### src/lssd_pkg.sv
package lssd_pkg;

   // ----------------------------------------------------------------
   // input function codes
   // ----------------------------------------------------------------
   localparam logic [7:0] FC_NOMINAL = 8'h50;  // 80
   localparam logic [7:0] FC_INTERM = 8'h51;  // 81
   localparam logic [7:0] FC_RELEVEL = 8'h52;  // 82
   localparam logic [7:0] FC_LEVELING = 8'h53;  // 83
   localparam logic [7:0] FC_INSPECT = 8'h54;  // 84

   // factory default assignment of the four terminals
   localparam logic [7:0] FC_DEF_IN1 = FC_NOMINAL;
   localparam logic [7:0] FC_DEF_IN2 = FC_INSPECT;
   localparam logic [7:0] FC_DEF_IN3 = FC_INTERM;
   localparam logic [7:0] FC_DEF_IN4 = FC_LEVELING;

   // priority modes
   localparam logic [1:0] MODE_HIGH_PRIO = 2'h1;
   localparam logic [1:0] MODE_LEVEL_PRIO = 2'h2;
   localparam logic [1:0] MODE_DEFAULT = MODE_HIGH_PRIO;
   localparam logic REF_LOSS_DEFAULT = 1'h1;

   // ----------------------------------------------------------------
   // register map (apb byte addresses)
   // ----------------------------------------------------------------
   localparam logic [7:0] ADDR_CONFIG = 8'h00;
   localparam logic [7:0] ADDR_FUNC = 8'h04;
   localparam logic [7:0] ADDR_STATUS = 8'h08;
   localparam logic [7:0] ADDR_IRQ_STAT = 8'h0c;
   localparam logic [7:0] ADDR_IRQ_MASK = 8'h10;

   // config field positions
   localparam int CFG_MODE_LSB = 0;
   localparam int CFG_REFLOSS_BIT = 4;

   // interrupt event bits
   localparam int IRQ_FAULT_BIT = 0;
   localparam int IRQ_STOP_BIT = 1;
   localparam int IRQ_DECEL_BIT = 2;
   localparam int IRQ_W = 3;

   // speed selection result
   typedef enum logic [2:0] {
      LSSD_SPD_ZERO,
      LSSD_SPD_NOMINAL,
      LSSD_SPD_INTERM1,
      LSSD_SPD_INTERM2,
      LSSD_SPD_INTERM3,
      LSSD_SPD_RELEVEL,
      LSSD_SPD_LEVELING
   } lssd_speed_type;

   // decoded speed commands
   typedef struct packed {
      logic nominal;
      logic interm;
      logic relevel;
      logic leveling;
      logic inspect;
   } lssd_cmd_type;

   // which functions are assigned to any terminal
   typedef struct packed {
      logic nominal;
      logic leveling;
   } lssd_assign_type;

endpackage : lssd_pkg

### src/lssd_decoder.sv
// Decided for this implementation: the address map and the APB register port.
`timescale 1ns/1ps
// Contract
// - default terminals: nominal, inspection, intermediate, leveling
// - high prio with leveling: decel to leveling
// - high prio ignores leveling while higher selected
// - high prio never picks inspection speed
// - high prio, leveling: stop on leveling/direction loss
// - decode table for travel speed combinations
// - no leveling input: drop decels to leveling
// - no leveling input: stop only on direction
// - no leveling input: no input selected gives leveling speed
// - reference loss fault at start, enable gated
// - level prio: leveling overrides travel speed
// - level prio: stop when leveling removed
// - no nominal input: no speed input selected gives nominal
// - no nominal input: stop on leveling/direction loss
// - no nominal input: intermediate 2 unreachable
// - reference loss enable one bit, default on
module lssd_decoder (
   // clock and reset
   input wire logic clk_i,
   input wire logic rst_b_i,
   // apb slave
   input wire logic psel_i,
   input wire logic penable_i,
   input wire logic pwrite_i,
   input wire logic [7:0] paddr_i,
   input wire logic [31:0] pwdata_i,
   output logic [31:0] prdata_o,
   output logic pready_o,
   output logic pslverr_o,
   // lift controller inputs
   input wire logic [3:0] input_terminal_i,
   input wire logic up_dir_i,
   input wire logic down_dir_i,
   // drive outputs
   output lssd_pkg::lssd_speed_type speed_sel_o,
   output logic run_o,
   output logic reference_loss_fault_o,
   output logic irq_o
);

   // ----------------------------------------------------------------
   // configuration registers
   // ----------------------------------------------------------------
   logic [1:0] speed_priority_mode;
   logic ref_loss_detect_enable;
   logic [7:0] input1_function_code;
   logic [7:0] input2_function_code;
   logic [7:0] input3_function_code;
   logic [7:0] input4_function_code;
   logic [lssd_pkg::IRQ_W-1:0] irq_stat;
   logic [lssd_pkg::IRQ_W-1:0] irq_mask;

   logic wr_en;
   assign wr_en = psel_i & penable_i & pwrite_i;

   // config writes; defaults give the factory terminal map
   always_ff @(posedge clk_i or negedge rst_b_i) begin
      if (!rst_b_i) begin
         speed_priority_mode <= lssd_pkg::MODE_DEFAULT;
         ref_loss_detect_enable <= lssd_pkg::REF_LOSS_DEFAULT;
         input1_function_code <= lssd_pkg::FC_DEF_IN1;
         input2_function_code <= lssd_pkg::FC_DEF_IN2;
         input3_function_code <= lssd_pkg::FC_DEF_IN3;
         input4_function_code <= lssd_pkg::FC_DEF_IN4;
      end else if (wr_en) begin
         if (paddr_i == lssd_pkg::ADDR_CONFIG) begin
            speed_priority_mode <= pwdata_i[lssd_pkg::CFG_MODE_LSB +: 2];
            ref_loss_detect_enable <= pwdata_i[lssd_pkg::CFG_REFLOSS_BIT];
         end
         if (paddr_i == lssd_pkg::ADDR_FUNC) begin
            input1_function_code <= pwdata_i[7:0];
            input2_function_code <= pwdata_i[15:8];
            input3_function_code <= pwdata_i[23:16];
            input4_function_code <= pwdata_i[31:24];
         end
      end
   end

   // ----------------------------------------------------------------
   // input decode
   // ----------------------------------------------------------------
   // or together every terminal carrying a given function code
   function automatic logic func_active(input logic [3:0] term, input logic [31:0] codes,
                                        input logic [7:0] fc);
      logic hit;
      hit = 1'b0;
      for (int i = 0; i < 4; i++) begin
         if (codes[8*i +: 8] == fc && term[i]) begin
            hit = 1'b1;
         end
      end
      return hit;
   endfunction

   // true when some terminal carries the function code
   function automatic logic func_assigned(input logic [31:0] codes, input logic [7:0] fc);
      return func_active(4'hf, codes, fc);
   endfunction

   logic [31:0] codes;
   lssd_pkg::lssd_cmd_type cmd;
   lssd_pkg::lssd_assign_type asg;
   logic dir_on;
   assign codes = {input4_function_code, input3_function_code,
                   input2_function_code, input1_function_code};
   assign cmd.nominal = func_active(input_terminal_i, codes, lssd_pkg::FC_NOMINAL);
   assign cmd.interm = func_active(input_terminal_i, codes, lssd_pkg::FC_INTERM);
   assign cmd.relevel = func_active(input_terminal_i, codes, lssd_pkg::FC_RELEVEL);
   assign cmd.leveling = func_active(input_terminal_i, codes, lssd_pkg::FC_LEVELING);
   assign cmd.inspect = func_active(input_terminal_i, codes, lssd_pkg::FC_INSPECT);
   assign asg.nominal = func_assigned(codes, lssd_pkg::FC_NOMINAL);
   assign asg.leveling = func_assigned(codes, lssd_pkg::FC_LEVELING);
   assign dir_on = up_dir_i ^ down_dir_i;  // both at once is no valid direction

   // travel speed from nominal/intermediate/releveling bits
   function automatic lssd_pkg::lssd_speed_type travel(input logic n, input logic i,
                                                       input logic r);
      lssd_pkg::lssd_speed_type s;
      s = lssd_pkg::LSSD_SPD_ZERO;
      case ({n, i, r})
         3'h4: s = lssd_pkg::LSSD_SPD_NOMINAL;
         3'h2: s = lssd_pkg::LSSD_SPD_INTERM1;
         3'h6: s = lssd_pkg::LSSD_SPD_INTERM2;
         3'h3: s = lssd_pkg::LSSD_SPD_INTERM3;
         3'h1: s = lssd_pkg::LSSD_SPD_RELEVEL;
         default: s = lssd_pkg::LSSD_SPD_ZERO;
      endcase
      return s;
   endfunction

   // ----------------------------------------------------------------
   // speed selection, re-evaluated every cycle
   // ----------------------------------------------------------------
   lssd_pkg::lssd_speed_type next_speed;
   logic any_travel;
   logic keep_run;
   logic n_eff;
   logic lvl_prev;
   // inspection input never enters the travel decode
   assign n_eff = asg.nominal ? cmd.nominal : 1'b0;
   assign any_travel = cmd.nominal | cmd.interm | cmd.relevel;

   always_comb begin
      next_speed = lssd_pkg::LSSD_SPD_ZERO;
      keep_run = 1'b0;
      if (speed_priority_mode == lssd_pkg::MODE_LEVEL_PRIO) begin
         if (asg.nominal) begin
            // leveling overrides travel speed
            if (cmd.leveling) begin
               next_speed = lssd_pkg::LSSD_SPD_LEVELING;
            end else begin
               next_speed = travel(n_eff, cmd.interm, cmd.relevel);
            end
            // only the falling edge of leveling or loss of direction ends the run; travel alone keeps it
            keep_run = dir_on & ~(asg.leveling & lvl_prev & ~cmd.leveling);
         end else begin
            // no nominal input: no speed selection at all means nominal
            if (cmd.leveling) begin
               next_speed = lssd_pkg::LSSD_SPD_LEVELING;
            end else if (cmd.interm & cmd.relevel) begin
               next_speed = lssd_pkg::LSSD_SPD_INTERM3;
            end else if (cmd.interm) begin
               next_speed = lssd_pkg::LSSD_SPD_INTERM1;
            end else if (cmd.relevel) begin
               next_speed = lssd_pkg::LSSD_SPD_RELEVEL;
            end else begin
               next_speed = lssd_pkg::LSSD_SPD_NOMINAL;
            end
            keep_run = dir_on & ~(lvl_prev & ~cmd.leveling);
         end
      end else begin
         // higher speed priority; inspection is never a travel speed
         if (any_travel) begin
            next_speed = travel(cmd.nominal, cmd.interm, cmd.relevel);
         end else if (asg.leveling) begin
            next_speed = cmd.leveling ? lssd_pkg::LSSD_SPD_LEVELING
                                      : lssd_pkg::LSSD_SPD_ZERO;
         end else begin
            next_speed = lssd_pkg::LSSD_SPD_LEVELING;
         end
         if (asg.leveling) begin
            keep_run = dir_on & (cmd.leveling | any_travel);
         end else begin
            keep_run = dir_on;
         end
      end
   end

   // ----------------------------------------------------------------
   // run sequencing and reference loss
   // ----------------------------------------------------------------
   logic start_req;
   logic loss_now;
   logic run_ok;
   logic stop_hold;
   assign start_req = dir_on & ~run_o & ~reference_loss_fault_o & ~stop_hold;
   // the check only exists outside level priority mode, without a leveling input
   assign loss_now = start_req & ref_loss_detect_enable & ~any_travel
                   & (speed_priority_mode != lssd_pkg::MODE_LEVEL_PRIO) & ~asg.leveling;
   // in level priority a start needs a travel speed or leveling, stop tracks leveling
   assign run_ok = (speed_priority_mode == lssd_pkg::MODE_LEVEL_PRIO) ?
                   (any_travel | cmd.leveling) : 1'b1;

   // run flag and latched fault; fault clears when direction is removed
   always_ff @(posedge clk_i or negedge rst_b_i) begin
      if (!rst_b_i) begin
         run_o <= 1'b0;
         reference_loss_fault_o <= 1'b0;
         lvl_prev <= 1'b0;
         stop_hold <= 1'b0;
      end else begin
         lvl_prev <= cmd.leveling;
         // a stopped run restarts only after direction drops, else it would chatter
         stop_hold <= dir_on & (stop_hold | (run_o & ~keep_run));
         if (loss_now) begin
            reference_loss_fault_o <= 1'b1;
         end else if (!dir_on) begin
            reference_loss_fault_o <= 1'b0;
         end
         if (run_o) begin
            run_o <= keep_run;
         end else begin
            run_o <= start_req & ~loss_now & run_ok;
         end
      end
   end

   // registered speed output, follows next_speed also when not running
   always_ff @(posedge clk_i or negedge rst_b_i) begin
      if (!rst_b_i) begin
         speed_sel_o <= lssd_pkg::LSSD_SPD_ZERO;
      end else begin
         speed_sel_o <= next_speed;
      end
   end

   // ----------------------------------------------------------------
   // interrupts
   // ----------------------------------------------------------------
   logic [lssd_pkg::IRQ_W-1:0] ev;
   assign ev[lssd_pkg::IRQ_FAULT_BIT] = loss_now;
   assign ev[lssd_pkg::IRQ_STOP_BIT] = run_o & ~keep_run;
   assign ev[lssd_pkg::IRQ_DECEL_BIT] = run_o & (next_speed == lssd_pkg::LSSD_SPD_LEVELING)
                                      & (speed_sel_o != lssd_pkg::LSSD_SPD_LEVELING);

   // sticky status: a new event wins over a write-one clear
   always_ff @(posedge clk_i or negedge rst_b_i) begin
      if (!rst_b_i) begin
         irq_stat <= '0;
         irq_mask <= '0;
      end else begin
         if (wr_en && paddr_i == lssd_pkg::ADDR_IRQ_STAT) begin
            irq_stat <= (irq_stat & ~pwdata_i[lssd_pkg::IRQ_W-1:0]) | ev;
         end else begin
            irq_stat <= irq_stat | ev;
         end
         if (wr_en && paddr_i == lssd_pkg::ADDR_IRQ_MASK) begin
            irq_mask <= pwdata_i[lssd_pkg::IRQ_W-1:0];
         end
      end
   end

   always_ff @(posedge clk_i or negedge rst_b_i) begin
      if (!rst_b_i) begin
         irq_o <= 1'b0;
      end else begin
         irq_o <= |(irq_stat & irq_mask);
      end
   end

   // ----------------------------------------------------------------
   // apb read path: data prepared in setup, ready in access
   // ----------------------------------------------------------------
   always_ff @(posedge clk_i or negedge rst_b_i) begin
      if (!rst_b_i) begin
         prdata_o <= '0;
         pslverr_o <= 1'b0;
         pready_o <= 1'b0;
      end else begin
         pready_o <= psel_i & ~penable_i;  // one wait-free access cycle
         if (psel_i && !penable_i) begin
            pslverr_o <= 1'b0;
            prdata_o <= '0;
            case (paddr_i)
               lssd_pkg::ADDR_CONFIG: begin
                  prdata_o[lssd_pkg::CFG_MODE_LSB +: 2] <= speed_priority_mode;
                  prdata_o[lssd_pkg::CFG_REFLOSS_BIT] <= ref_loss_detect_enable;
               end
               lssd_pkg::ADDR_FUNC: begin
                  prdata_o <= codes;
               end
               lssd_pkg::ADDR_STATUS: begin
                  prdata_o[2:0] <= speed_sel_o;
                  prdata_o[4] <= run_o;
                  prdata_o[5] <= reference_loss_fault_o;
               end
               lssd_pkg::ADDR_IRQ_STAT: begin
                  prdata_o[lssd_pkg::IRQ_W-1:0] <= irq_stat;
               end
               lssd_pkg::ADDR_IRQ_MASK: begin
                  prdata_o[lssd_pkg::IRQ_W-1:0] <= irq_mask;
               end
               default: begin
                  pslverr_o <= 1'b1;  // unmapped address
               end
            endcase
         end
      end
   end

   // ----------------------------------------------------------------
   // checks
   // ----------------------------------------------------------------
   chk_hp_inspect_never: assert property (@(posedge clk_i) disable iff (!rst_b_i)
      (speed_priority_mode == lssd_pkg::MODE_HIGH_PRIO && cmd.inspect && !any_travel
       && !asg.leveling) |=> speed_sel_o == lssd_pkg::LSSD_SPD_LEVELING)
      else $error("inspection chosen as travel speed");
   chk_lp_level_override: assert property (@(posedge clk_i) disable iff (!rst_b_i)
      (speed_priority_mode == lssd_pkg::MODE_LEVEL_PRIO && cmd.leveling)
      |=> speed_sel_o == lssd_pkg::LSSD_SPD_LEVELING)
      else $error("leveling did not override");
   chk_hp_level_ignored: assert property (@(posedge clk_i) disable iff (!rst_b_i)
      (speed_priority_mode == lssd_pkg::MODE_HIGH_PRIO && cmd.nominal && !cmd.interm
       && !cmd.relevel) |=> speed_sel_o == lssd_pkg::LSSD_SPD_NOMINAL)
      else $error("higher speed lost priority");
   chk_hp_no_input_level: assert property (@(posedge clk_i) disable iff (!rst_b_i)
      (speed_priority_mode == lssd_pkg::MODE_HIGH_PRIO && !asg.leveling && !any_travel)
      |=> speed_sel_o == lssd_pkg::LSSD_SPD_LEVELING)
      else $error("no input did not give leveling");
   chk_loss_fault_set: assert property (@(posedge clk_i) disable iff (!rst_b_i)
      loss_now |=> reference_loss_fault_o && !run_o)
      else $error("reference loss not flagged");
   chk_loss_fault_gate: assert property (@(posedge clk_i) disable iff (!rst_b_i)
      (!ref_loss_detect_enable && !reference_loss_fault_o) |=> !$rose(reference_loss_fault_o))
      else $error("fault raised while disabled");
   chk_dir_stop_run: assert property (@(posedge clk_i) disable iff (!rst_b_i)
      (run_o && !dir_on) |=> !run_o)
      else $error("run kept without direction");
   chk_lp_stop_level: assert property (@(posedge clk_i) disable iff (!rst_b_i)
      (run_o && speed_priority_mode == lssd_pkg::MODE_LEVEL_PRIO && !asg.nominal
       && lvl_prev && !cmd.leveling) |=> !run_o)
      else $error("run kept after leveling removed");
   chk_lp_no_interm2: assert property (@(posedge clk_i) disable iff (!rst_b_i)
      (speed_priority_mode == lssd_pkg::MODE_LEVEL_PRIO && !asg.nominal)
      |=> speed_sel_o != lssd_pkg::LSSD_SPD_INTERM2)
      else $error("intermediate 2 reached");

endmodule // lssd_decoder

### config.mk
export PLATFORM = sky130hd
export DESIGN_NAME = lssd_decoder
export DESIGN_NICKNAME = d
export VERILOG_FILES = /design/src/lssd_pkg.sv /design/src/lssd_decoder.sv
export SDC_FILE = /design/constraint.sdc
export NUM_CORES = 1
export LEC_CHECK = 0
export BUFFER_PORTS_ARGS = -buffer_cell sky130_fd_sc_hd__buf_2
export CAP_MARGIN = 20
export CORE_MARGIN = 8
export CORE_UTILIZATION = 53
export CTS_BUF_LIST = sky130_fd_sc_hd__clkbuf_8 sky130_fd_sc_hd__clkbuf_16
export DETAILED_ROUTE_END_ITERATION = 8
export PLACE_DENSITY = 0.84
export SYNTH_ARGS = -nofsm -noshare
export SYNTH_HDL_FRONTEND = slang
export SYNTH_SLANG_ARGS = --single-unit
### constraint.sdc
create_clock -name clk_i -period 2.55 [get_ports clk_i]
set_clock_uncertainty 0.1 [all_clocks]
set_input_delay 0.1275 -clock clk_i [delete_from_list [all_inputs] [get_ports clk_i]]
set_output_delay 0.1275 -clock clk_i [all_outputs]
set_load 0.03 [all_outputs]
### After elaboration in Yosys (flattened, before gate mapping)

Cells that the tools add are included.

| operators by class | value |
|---|---|
| $mul | 0 |
| order comparisons | 0 |
| div/mod/pow operators | 0 |
| reductions and logical operators | 25 |
| equal/unequal tests | 35 |
| shift operators | 0 |
| multiplexer cells | 52 |
| bitwise gates (word level) | 44 |
| add/subtract/negate cells | 0 |

Operators by type and width:

| kind | number |
|---|---|
| $eq 8x7->1 const B | 16 |
| $mux 1 | 34 |
| $mux 3 | 11 |
| $pmux 3 s5 | 2 |
| $mux 26 | 1 |
| $and 1x1->1 | 23 |
| $logic_and 1x1->1 | 19 |
| $eq 8x4->1 const B | 2 |
| $eq 3x3->1 const B | 5 |
| $eq 3x2->1 const B | 4 |
| $not 1->1 | 11 |
| $pmux 2 s5 | 1 |
| $eq 8x3->1 const B | 1 |
| $eq 8x5->1 const B | 1 |
| $logic_not 8->1 | 1 |
| $and 3x3->3 | 2 |
| $eq 3x1->1 const B | 2 |
| $or 3x3->3 | 2 |
| $reduce_or 5->1 | 1 |
| $or 1x1->1 | 4 |
| $pmux 1 s4 | 1 |
| $reduce_and 2->1 | 2 |
| $ne 3x3->1 const B | 1 |
| $not 3->3 | 1 |
| 8 further kinds | 8 |

| word-level totals | value |
|---|---|
| flip-flop bits (word level) | 83 |
| ROM bits | 0 |
| output and inout bits | 40 |
| logic and storage cells | 173 |
| input port bits | 51 |
| latch bits | 0 |
| memories | 0 |
| bits in writable memories | 0 |

### Logic depth before layout (Yosys ltp)

| depth | value |
|---|---|
| word-level depth | 17 |
| depth in mapped cells | 8 |
| gate-level depth less buffers | 6 |

### Worst setup path before layout

Ideal clock, no wire load.

| path | value |
|---|---|
| kind | register -> register |
| start point | reg input2_function_code[2] |
| end point | reg stop_hold |
| slack | 0.210 ns |
| data required time | 2.358 ns |
| library setup time | 0.092 ns |
| cell stages (with the launch flop) | 8 |
| arrival | 2.148 ns |
| path buffers | 1 |
| clock period less this slack | 2.340 ns |
| path through | dfstp_2 > or3b_2 > nor4_1 > or4_4 > buf_6 > or3_4 > o21a_1 > o31ai_2 |

| between the ends | value |
|---|---|
| longest elaborated chain between the ends | 15 |
| elaborated cells between the ends (all ways) | 45 |
| those cells by class | 4 x eq/ne; 21 x mux; 16 x bitwise; 4 x reduce/logical |

RTL lines:

| what | line | RTL |
|---|---|---|
| start: declaration | lssd_decoder.sv:50 | `logic [7:0] input2_function_code;` |
| start signal: assignment | lssd_decoder.sv:65 | `input2_function_code <= lssd_pkg::FC_DEF_IN2;` |
| start signal: assignment | lssd_decoder.sv:75 | `input2_function_code <= pwdata_i[15:8];` |
| $eq 8x7->1 | lssd_decoder.sv:91 | `if (codes[8*i +: 8] == fc && term[i]) begin` |
| $logic_and 1x1->1 | lssd_decoder.sv:91 |  |
| $mux 1 (3 in series) | lssd_decoder.sv:91 |  |
| $or 1x1->1 / $not 1->1 (equally long branches) | lssd_decoder.sv:144, lssd_decoder.sv:158, lssd_decoder.sv:172 |  |
| $or 1x1->1 (tied with other cells) | lssd_decoder.sv:144 | `assign any_travel = cmd.nominal \| cmd.interm \| cmd.relevel;` |
| $or 1x1->1 (tied with other cells) | lssd_decoder.sv:185 | `keep_run = dir_on & (cmd.leveling \| any_travel);` |
| $and 1x1->1 (on tied branches) | lssd_decoder.sv:185, lssd_decoder.sv:158, lssd_decoder.sv:172 |  |
| $mux 1 (on tied branches) | lssd_decoder.sv:184, lssd_decoder.sv:150 |  |
| $mux 1 * | lssd_decoder.sv:149 | `if (speed_priority_mode == lssd_pkg::MODE_LEVEL_PRIO) begin` |
| $not 1->1 * | lssd_decoder.sv:217 | `stop_hold <= dir_on & (stop_hold \| (run_o & ~keep_run));` |
| $and 1x1->1 * | lssd_decoder.sv:217 |  |
| $or 1x1->1 * | lssd_decoder.sv:217 |  |
| $and 1x1->1 * | lssd_decoder.sv:217 |  |
| end signal: assignment | lssd_decoder.sv:217 |  |
| end: declaration | lssd_decoder.sv:198 | `logic stop_hold;` |

Mark *: on every way between the ends. The rest lies on a longest branch, timed or not.
A chain may end at the register's enable or synchronous reset.

### Worst setup path in the final report

| path | value |
|---|---|
| start point | reg input1_function_code[4] |
| end point | reg irq_stat[2] (netlist bit) |

| between the ends | value |
|---|---|
| longest elaborated chain between the ends | 17 |
| elaborated cells between the ends (all ways) | 64 |
| those cells by class | 15 x eq/ne; 38 x mux; 7 x bitwise; 4 x reduce/logical |

RTL lines:

| what | line | RTL |
|---|---|---|
| start: declaration | lssd_decoder.sv:49 | `logic [7:0] input1_function_code;` |
| start signal: assignment | lssd_decoder.sv:64 | `input1_function_code <= lssd_pkg::FC_DEF_IN1;` |
| start signal: assignment | lssd_decoder.sv:74 | `input1_function_code <= pwdata_i[7:0];` |
| $eq 8x7->1 | lssd_decoder.sv:91 |  |
| $logic_and 1x1->1 | lssd_decoder.sv:91 |  |
| $mux 1 (4 in series) | lssd_decoder.sv:91 |  |
| $mux 1 / $mux 3 (equally long branches) | lssd_decoder.sv:143, lssd_decoder.sv:167 |  |
| $eq 3x1->1 (tied with other cells) | lssd_decoder.sv:123 | `case ({n, i, r})` |
| $pmux 3 s5 / $mux 3 (equally long branches) | lssd_decoder.sv:123, lssd_decoder.sv:163 |  |
| $mux 3 (on tied branches) | lssd_decoder.sv:152, lssd_decoder.sv:161 |  |
| $mux 3 | lssd_decoder.sv:150 | `if (asg.nominal) begin` |
| $mux 3 * | lssd_decoder.sv:149 |  |
| named net next_speed[2] | lssd_decoder.sv:137 | `lssd_pkg::lssd_speed_type next_speed;` |
| $eq 3x3->1 * | lssd_decoder.sv:246 | `assign ev[lssd_pkg::IRQ_DECEL_BIT] = run_o & (next_speed == lssd_pkg::LSSD_SPD_LEVELING)` |
| $and 1x1->1 * | lssd_decoder.sv:246 |  |
| $and 1x1->1 * | lssd_decoder.sv:247 | `& (speed_sel_o != lssd_pkg::LSSD_SPD_LEVELING);` |
| $or 3x3->3 (on tied branches) | lssd_decoder.sv:258, lssd_decoder.sv:256 |  |
| $mux 3 * | lssd_decoder.sv:255 | `if (wr_en && paddr_i == lssd_pkg::ADDR_IRQ_STAT) begin` |
| end signal: assignment | lssd_decoder.sv:256 | `irq_stat <= (irq_stat & ~pwdata_i[lssd_pkg::IRQ_W-1:0]) \| ev;` |
| end signal: assignment | lssd_decoder.sv:258 | `irq_stat <= irq_stat \| ev;` |
| end: declaration | lssd_decoder.sv:53 | `logic [lssd_pkg::IRQ_W-1:0] irq_stat;` |

Mark *: on every way through the listed nets, which the timed path passes. The rest lies on a longest branch.

==> impl_metrics.py <==
metrics = {
    "layout": {
        "layout.nets": 477,
        "nFillCells": 470,
        "final_util": 0.712,
        "drive_gt1_frac": 0.404,
        "area_delta_synth_final_pct": 29.4,
        "multi_input_comb_area_sq_um": 1570,
        "ff_latch_area_sq_um": 2090,
    },
    "worst_setup_path": {
        "start_kind": "flip-flop",
        "criticalPathCategory": "flip-flop to flip-flop",
        "worstSetupEndpointType": "flip-flop",
        "worstRegToRegCells": 6,
        "path_max_fanout": 6,
        "crit_required_ns": 2.70,
        "worst-r2r-setup-slack_ns": 0.05,
        "critPathArrivalTime_ns": 2.65,
    },
    "synth": {
        "seq_area_frac_synth": 0.557,
        "yosysTopAreaCell": "dfrtp_1",
        "yosys.area.top_type_share": 0.459,
        "synth-edff-count": 0,
        "syn_area_sq_um": 3760,
        "muxShareOfSynthArea": 0.131,
        "synth_ff_type": "dfrtp_1",
        "syn-num-nets": 355,
        "yosysWarningCount": 0,
        "synthArstFlopShare": 1.00,
        "synth-adder-area-share": 0,
        "synth_top_family_by_area": "compound AO/OA/AOI/OAI gates",
        "synth_cells": 304,
        "synth_area_leaders": "dfrtp_1, mux2_2, dfstp_2",
        "synth_compound_gate_area_share": 0.140,
        "syn_avg_cell_area_sq_um": 12.4,
        "yosysUniqueCellTypes": 53,
        "synth-seq-cells": 83,
        "synth-xor-area-share": 0.00233,
        "yosys.area_share.simple": 0.135,
    },
    "detailed_routing": {
        "routed_via_density": 5.87,
        "via_count": 3099,
        "wire_per_inst_um": 18.9,
        "firstDrtPassIters": 4,
        "wirelength_mm": 10.0,
        "drtIter0Drc": 266,
        "drc": 0,
        "ant_nets": 0,
    },
    "floorplan": {
        "dieHeight_um": 100,
        "io_pins": 91,
        "die_area_sq_um": 10000,
        "placementRows": 30,
        "initial_utilization": 0.551,
        "die_x_um": 100,
        "core_area_sq_um": 6830,
    },
    "sta": {
        "finalCritPeriodShare": 0.979,
        "finalCriticalPeriod_ns": 2.50,
        "max-slew-margin-rel": 0.406,
        "max_freq_ghz": 0.401,
        "setup_viol": 0,
        "fin_ws_ns": 0.0538,
        "hold_viol": 0,
        "slew_violations": 0,
        "tightest_slew_ns": 0.888,
        "fin_tns_setup_ns": 0,
    },
    "place": {
        "place_hpwl_mm": 6.43,
        "io_buffers": 90,
        "gp_routability_congestion": 0.901,
        "dp_slack_ns": 0.0860,
    },
    "clock_tree": {
        "clkLatencyLatePin_ns": 0.36,
        "clk_path_buf_depth": 2,
        "clk_pin_slew_ns": 0.08,
        "numClockSinks": 83,
        "htree_levels": 3,
        "cts_root_buffer": "clkbuf_8",
        "cts_made_buffers": 9,
        "cts_tree": "built",
    },
    "hold_path": {
        "hp-class": "primary input to flip-flop",
        "hold_depth": 3,
    },
    "global_routing": {
        "grt_pass1_vias": 3145,
        "overflow": 0,
        "track_usage": 0.201,
        "grt_start_max_net_pins": 84,
        "antenna_found_initial": 1,
        "grt_pass1_wl_mm": 15.8,
    },
    "pwr": {
        "p_leak_nw": 2.36,
        "power.total_mw": 2.57,
        "vdd_drop_max_mv": 0.298,
        "powerDensity_nw_per_um2": 529,
    },
    "job": {
        "cap_violations": 0,
    },
    "outcome": {
        "outcome": "finished, final reports clean",
    },
}
## registers in the layout (all words and copies together) (netlist names), 2 cells and up
signal / count
irq_mask: 3
speed_priority_mode: 2
irq_stat: 3
speed_sel_o: 3
input4_function_code: 8
prdata_o: 32
input3_function_code: 8
input1_function_code: 8
input2_function_code: 8
## final cells by class
| class | count | area share |
|---|---|---|
| clock buffer | 11 | 0.0311 |
| inverter | 10 | 0.00771 |
| timing repair buffer | 129 | 0.173 |
| antenna | 1 | 0.000514 |
| tap | 96 | 0.0247 |
| sequential | 83 | 0.430 |
| multi-input combinational | 193 | 0.322 |
| clock inverter | 5 | 0.0111 |
## timing repair
action                                  in CTS  in global routing
setup buffers                                0                  0
hold buffers                                33                  0
endpoints found under the setup margin       0                  5
endpoints found under the hold margin      109                  0
resized for setup                            0                  5
## report_power, final
group | switching (mW) | internal [mW]
combinational | 0.124 | 0.112
clock | 0.459 | 0.501
sequential | 0.0320 | 1.35
## path summary, 6_finish.rpt
path                                          from                       to
min reg2reg                            prdata_o[4]              prdata_o[4]
max reg2reg                input1_function_code[4]              irq_stat[2]
min                                     paddr_i[4]              prdata_o[4]
max                        input1_function_code[4]              irq_stat[2]
max in group asynchronous                  rst_b_i  input4_function_code[6]
min in group asynchronous                  rst_b_i             prdata_o[18]
## worst max-delay path, cell delays in order (launching register included)
cell and delay (ns):
dfstp_2 0.54, or4b_1 0.59, nor4_2 0.40, a2111oi_1 0.18
a21oi_1 0.19, o22ai_1 0.11, a32o_1 0.28
## cells by family (layout without fill, tap and decap cells)
| family | Yosys count | in the layout |
|---|---|---|
| AOI/OAI and AO/OA | 68 | 68 |
| xor gates and xnor gates | 1 | 1 |
| buffers and inverters | 28 | 155 |
| DFF | 83 | 83 |
| muxes | 42 | 42 |
| other | 0 | 1 |
| and+or+nand+nor | 82 | 82 |
## Yosys cell counts, drive strengths merged (2+ instances only)
cell type and instances:
or4bb 2, nand2 17, a22o 27, nor2b 4, or4 4, nor3b 2, a21o 2, nor4 14
nor2 7, nand2b 3, and3 2, or4b 5, o211ai 3, dfstp 14, nor3 7, mux2 39
nand3b 3, dfrtp 69, o21ai 5, nor4b 4, buf 10, o22ai 3, or3 2, inv 10
a21oi 8, a22oi 5, o31ai 5, nand3 2, mux4 2, clkbuf 8, a32o 2
## routing by layer
metal  share of wire  global-route usage  wire length, um  vias up
li1                -                   -                -     1401
met1            0.40               0.236             3980     1518
met2            0.48               0.324             4840      146
met3           0.080              0.0595              797       34
met4           0.039               0.109              386        0
met5               0                   0                0        -
## per-stage QoR
step           area, sq um  hold WS, ns  std cells
2_1_floorplan         3760       -0.268        304
3_3_place_gp          4280        0.251        477
3_5_place_dp          4280        0.255        477
4_1_cts               4820       0.0454        526
5_1_grt               4870       0.0745        528
6_report              4870       0.0573        528
## placed cells by master, fill, tap and decap left out, types with 3 or more instances in the layout
master          n
buf_2          89
dfrtp_1        69
mux2_2         36
dlygate4sd3_1  33
a22o_1         27
nand2_1        17
dfstp_2        14
nor4_1         12
inv_1          12
clkbuf_8       11
a21oi_1         8
nor3_1          7
nor2_1          7
buf_4           6
o21ai_0         5
a22oi_1         5
nor2b_1         4
or4b_1          3
nand3b_1        3
or4_1           3
o22ai_1         3
nor4b_1         3
nand2b_1        3
o211ai_1        3
o31ai_1         3
mux2_1          3
(Power assumes the default switching activity.)
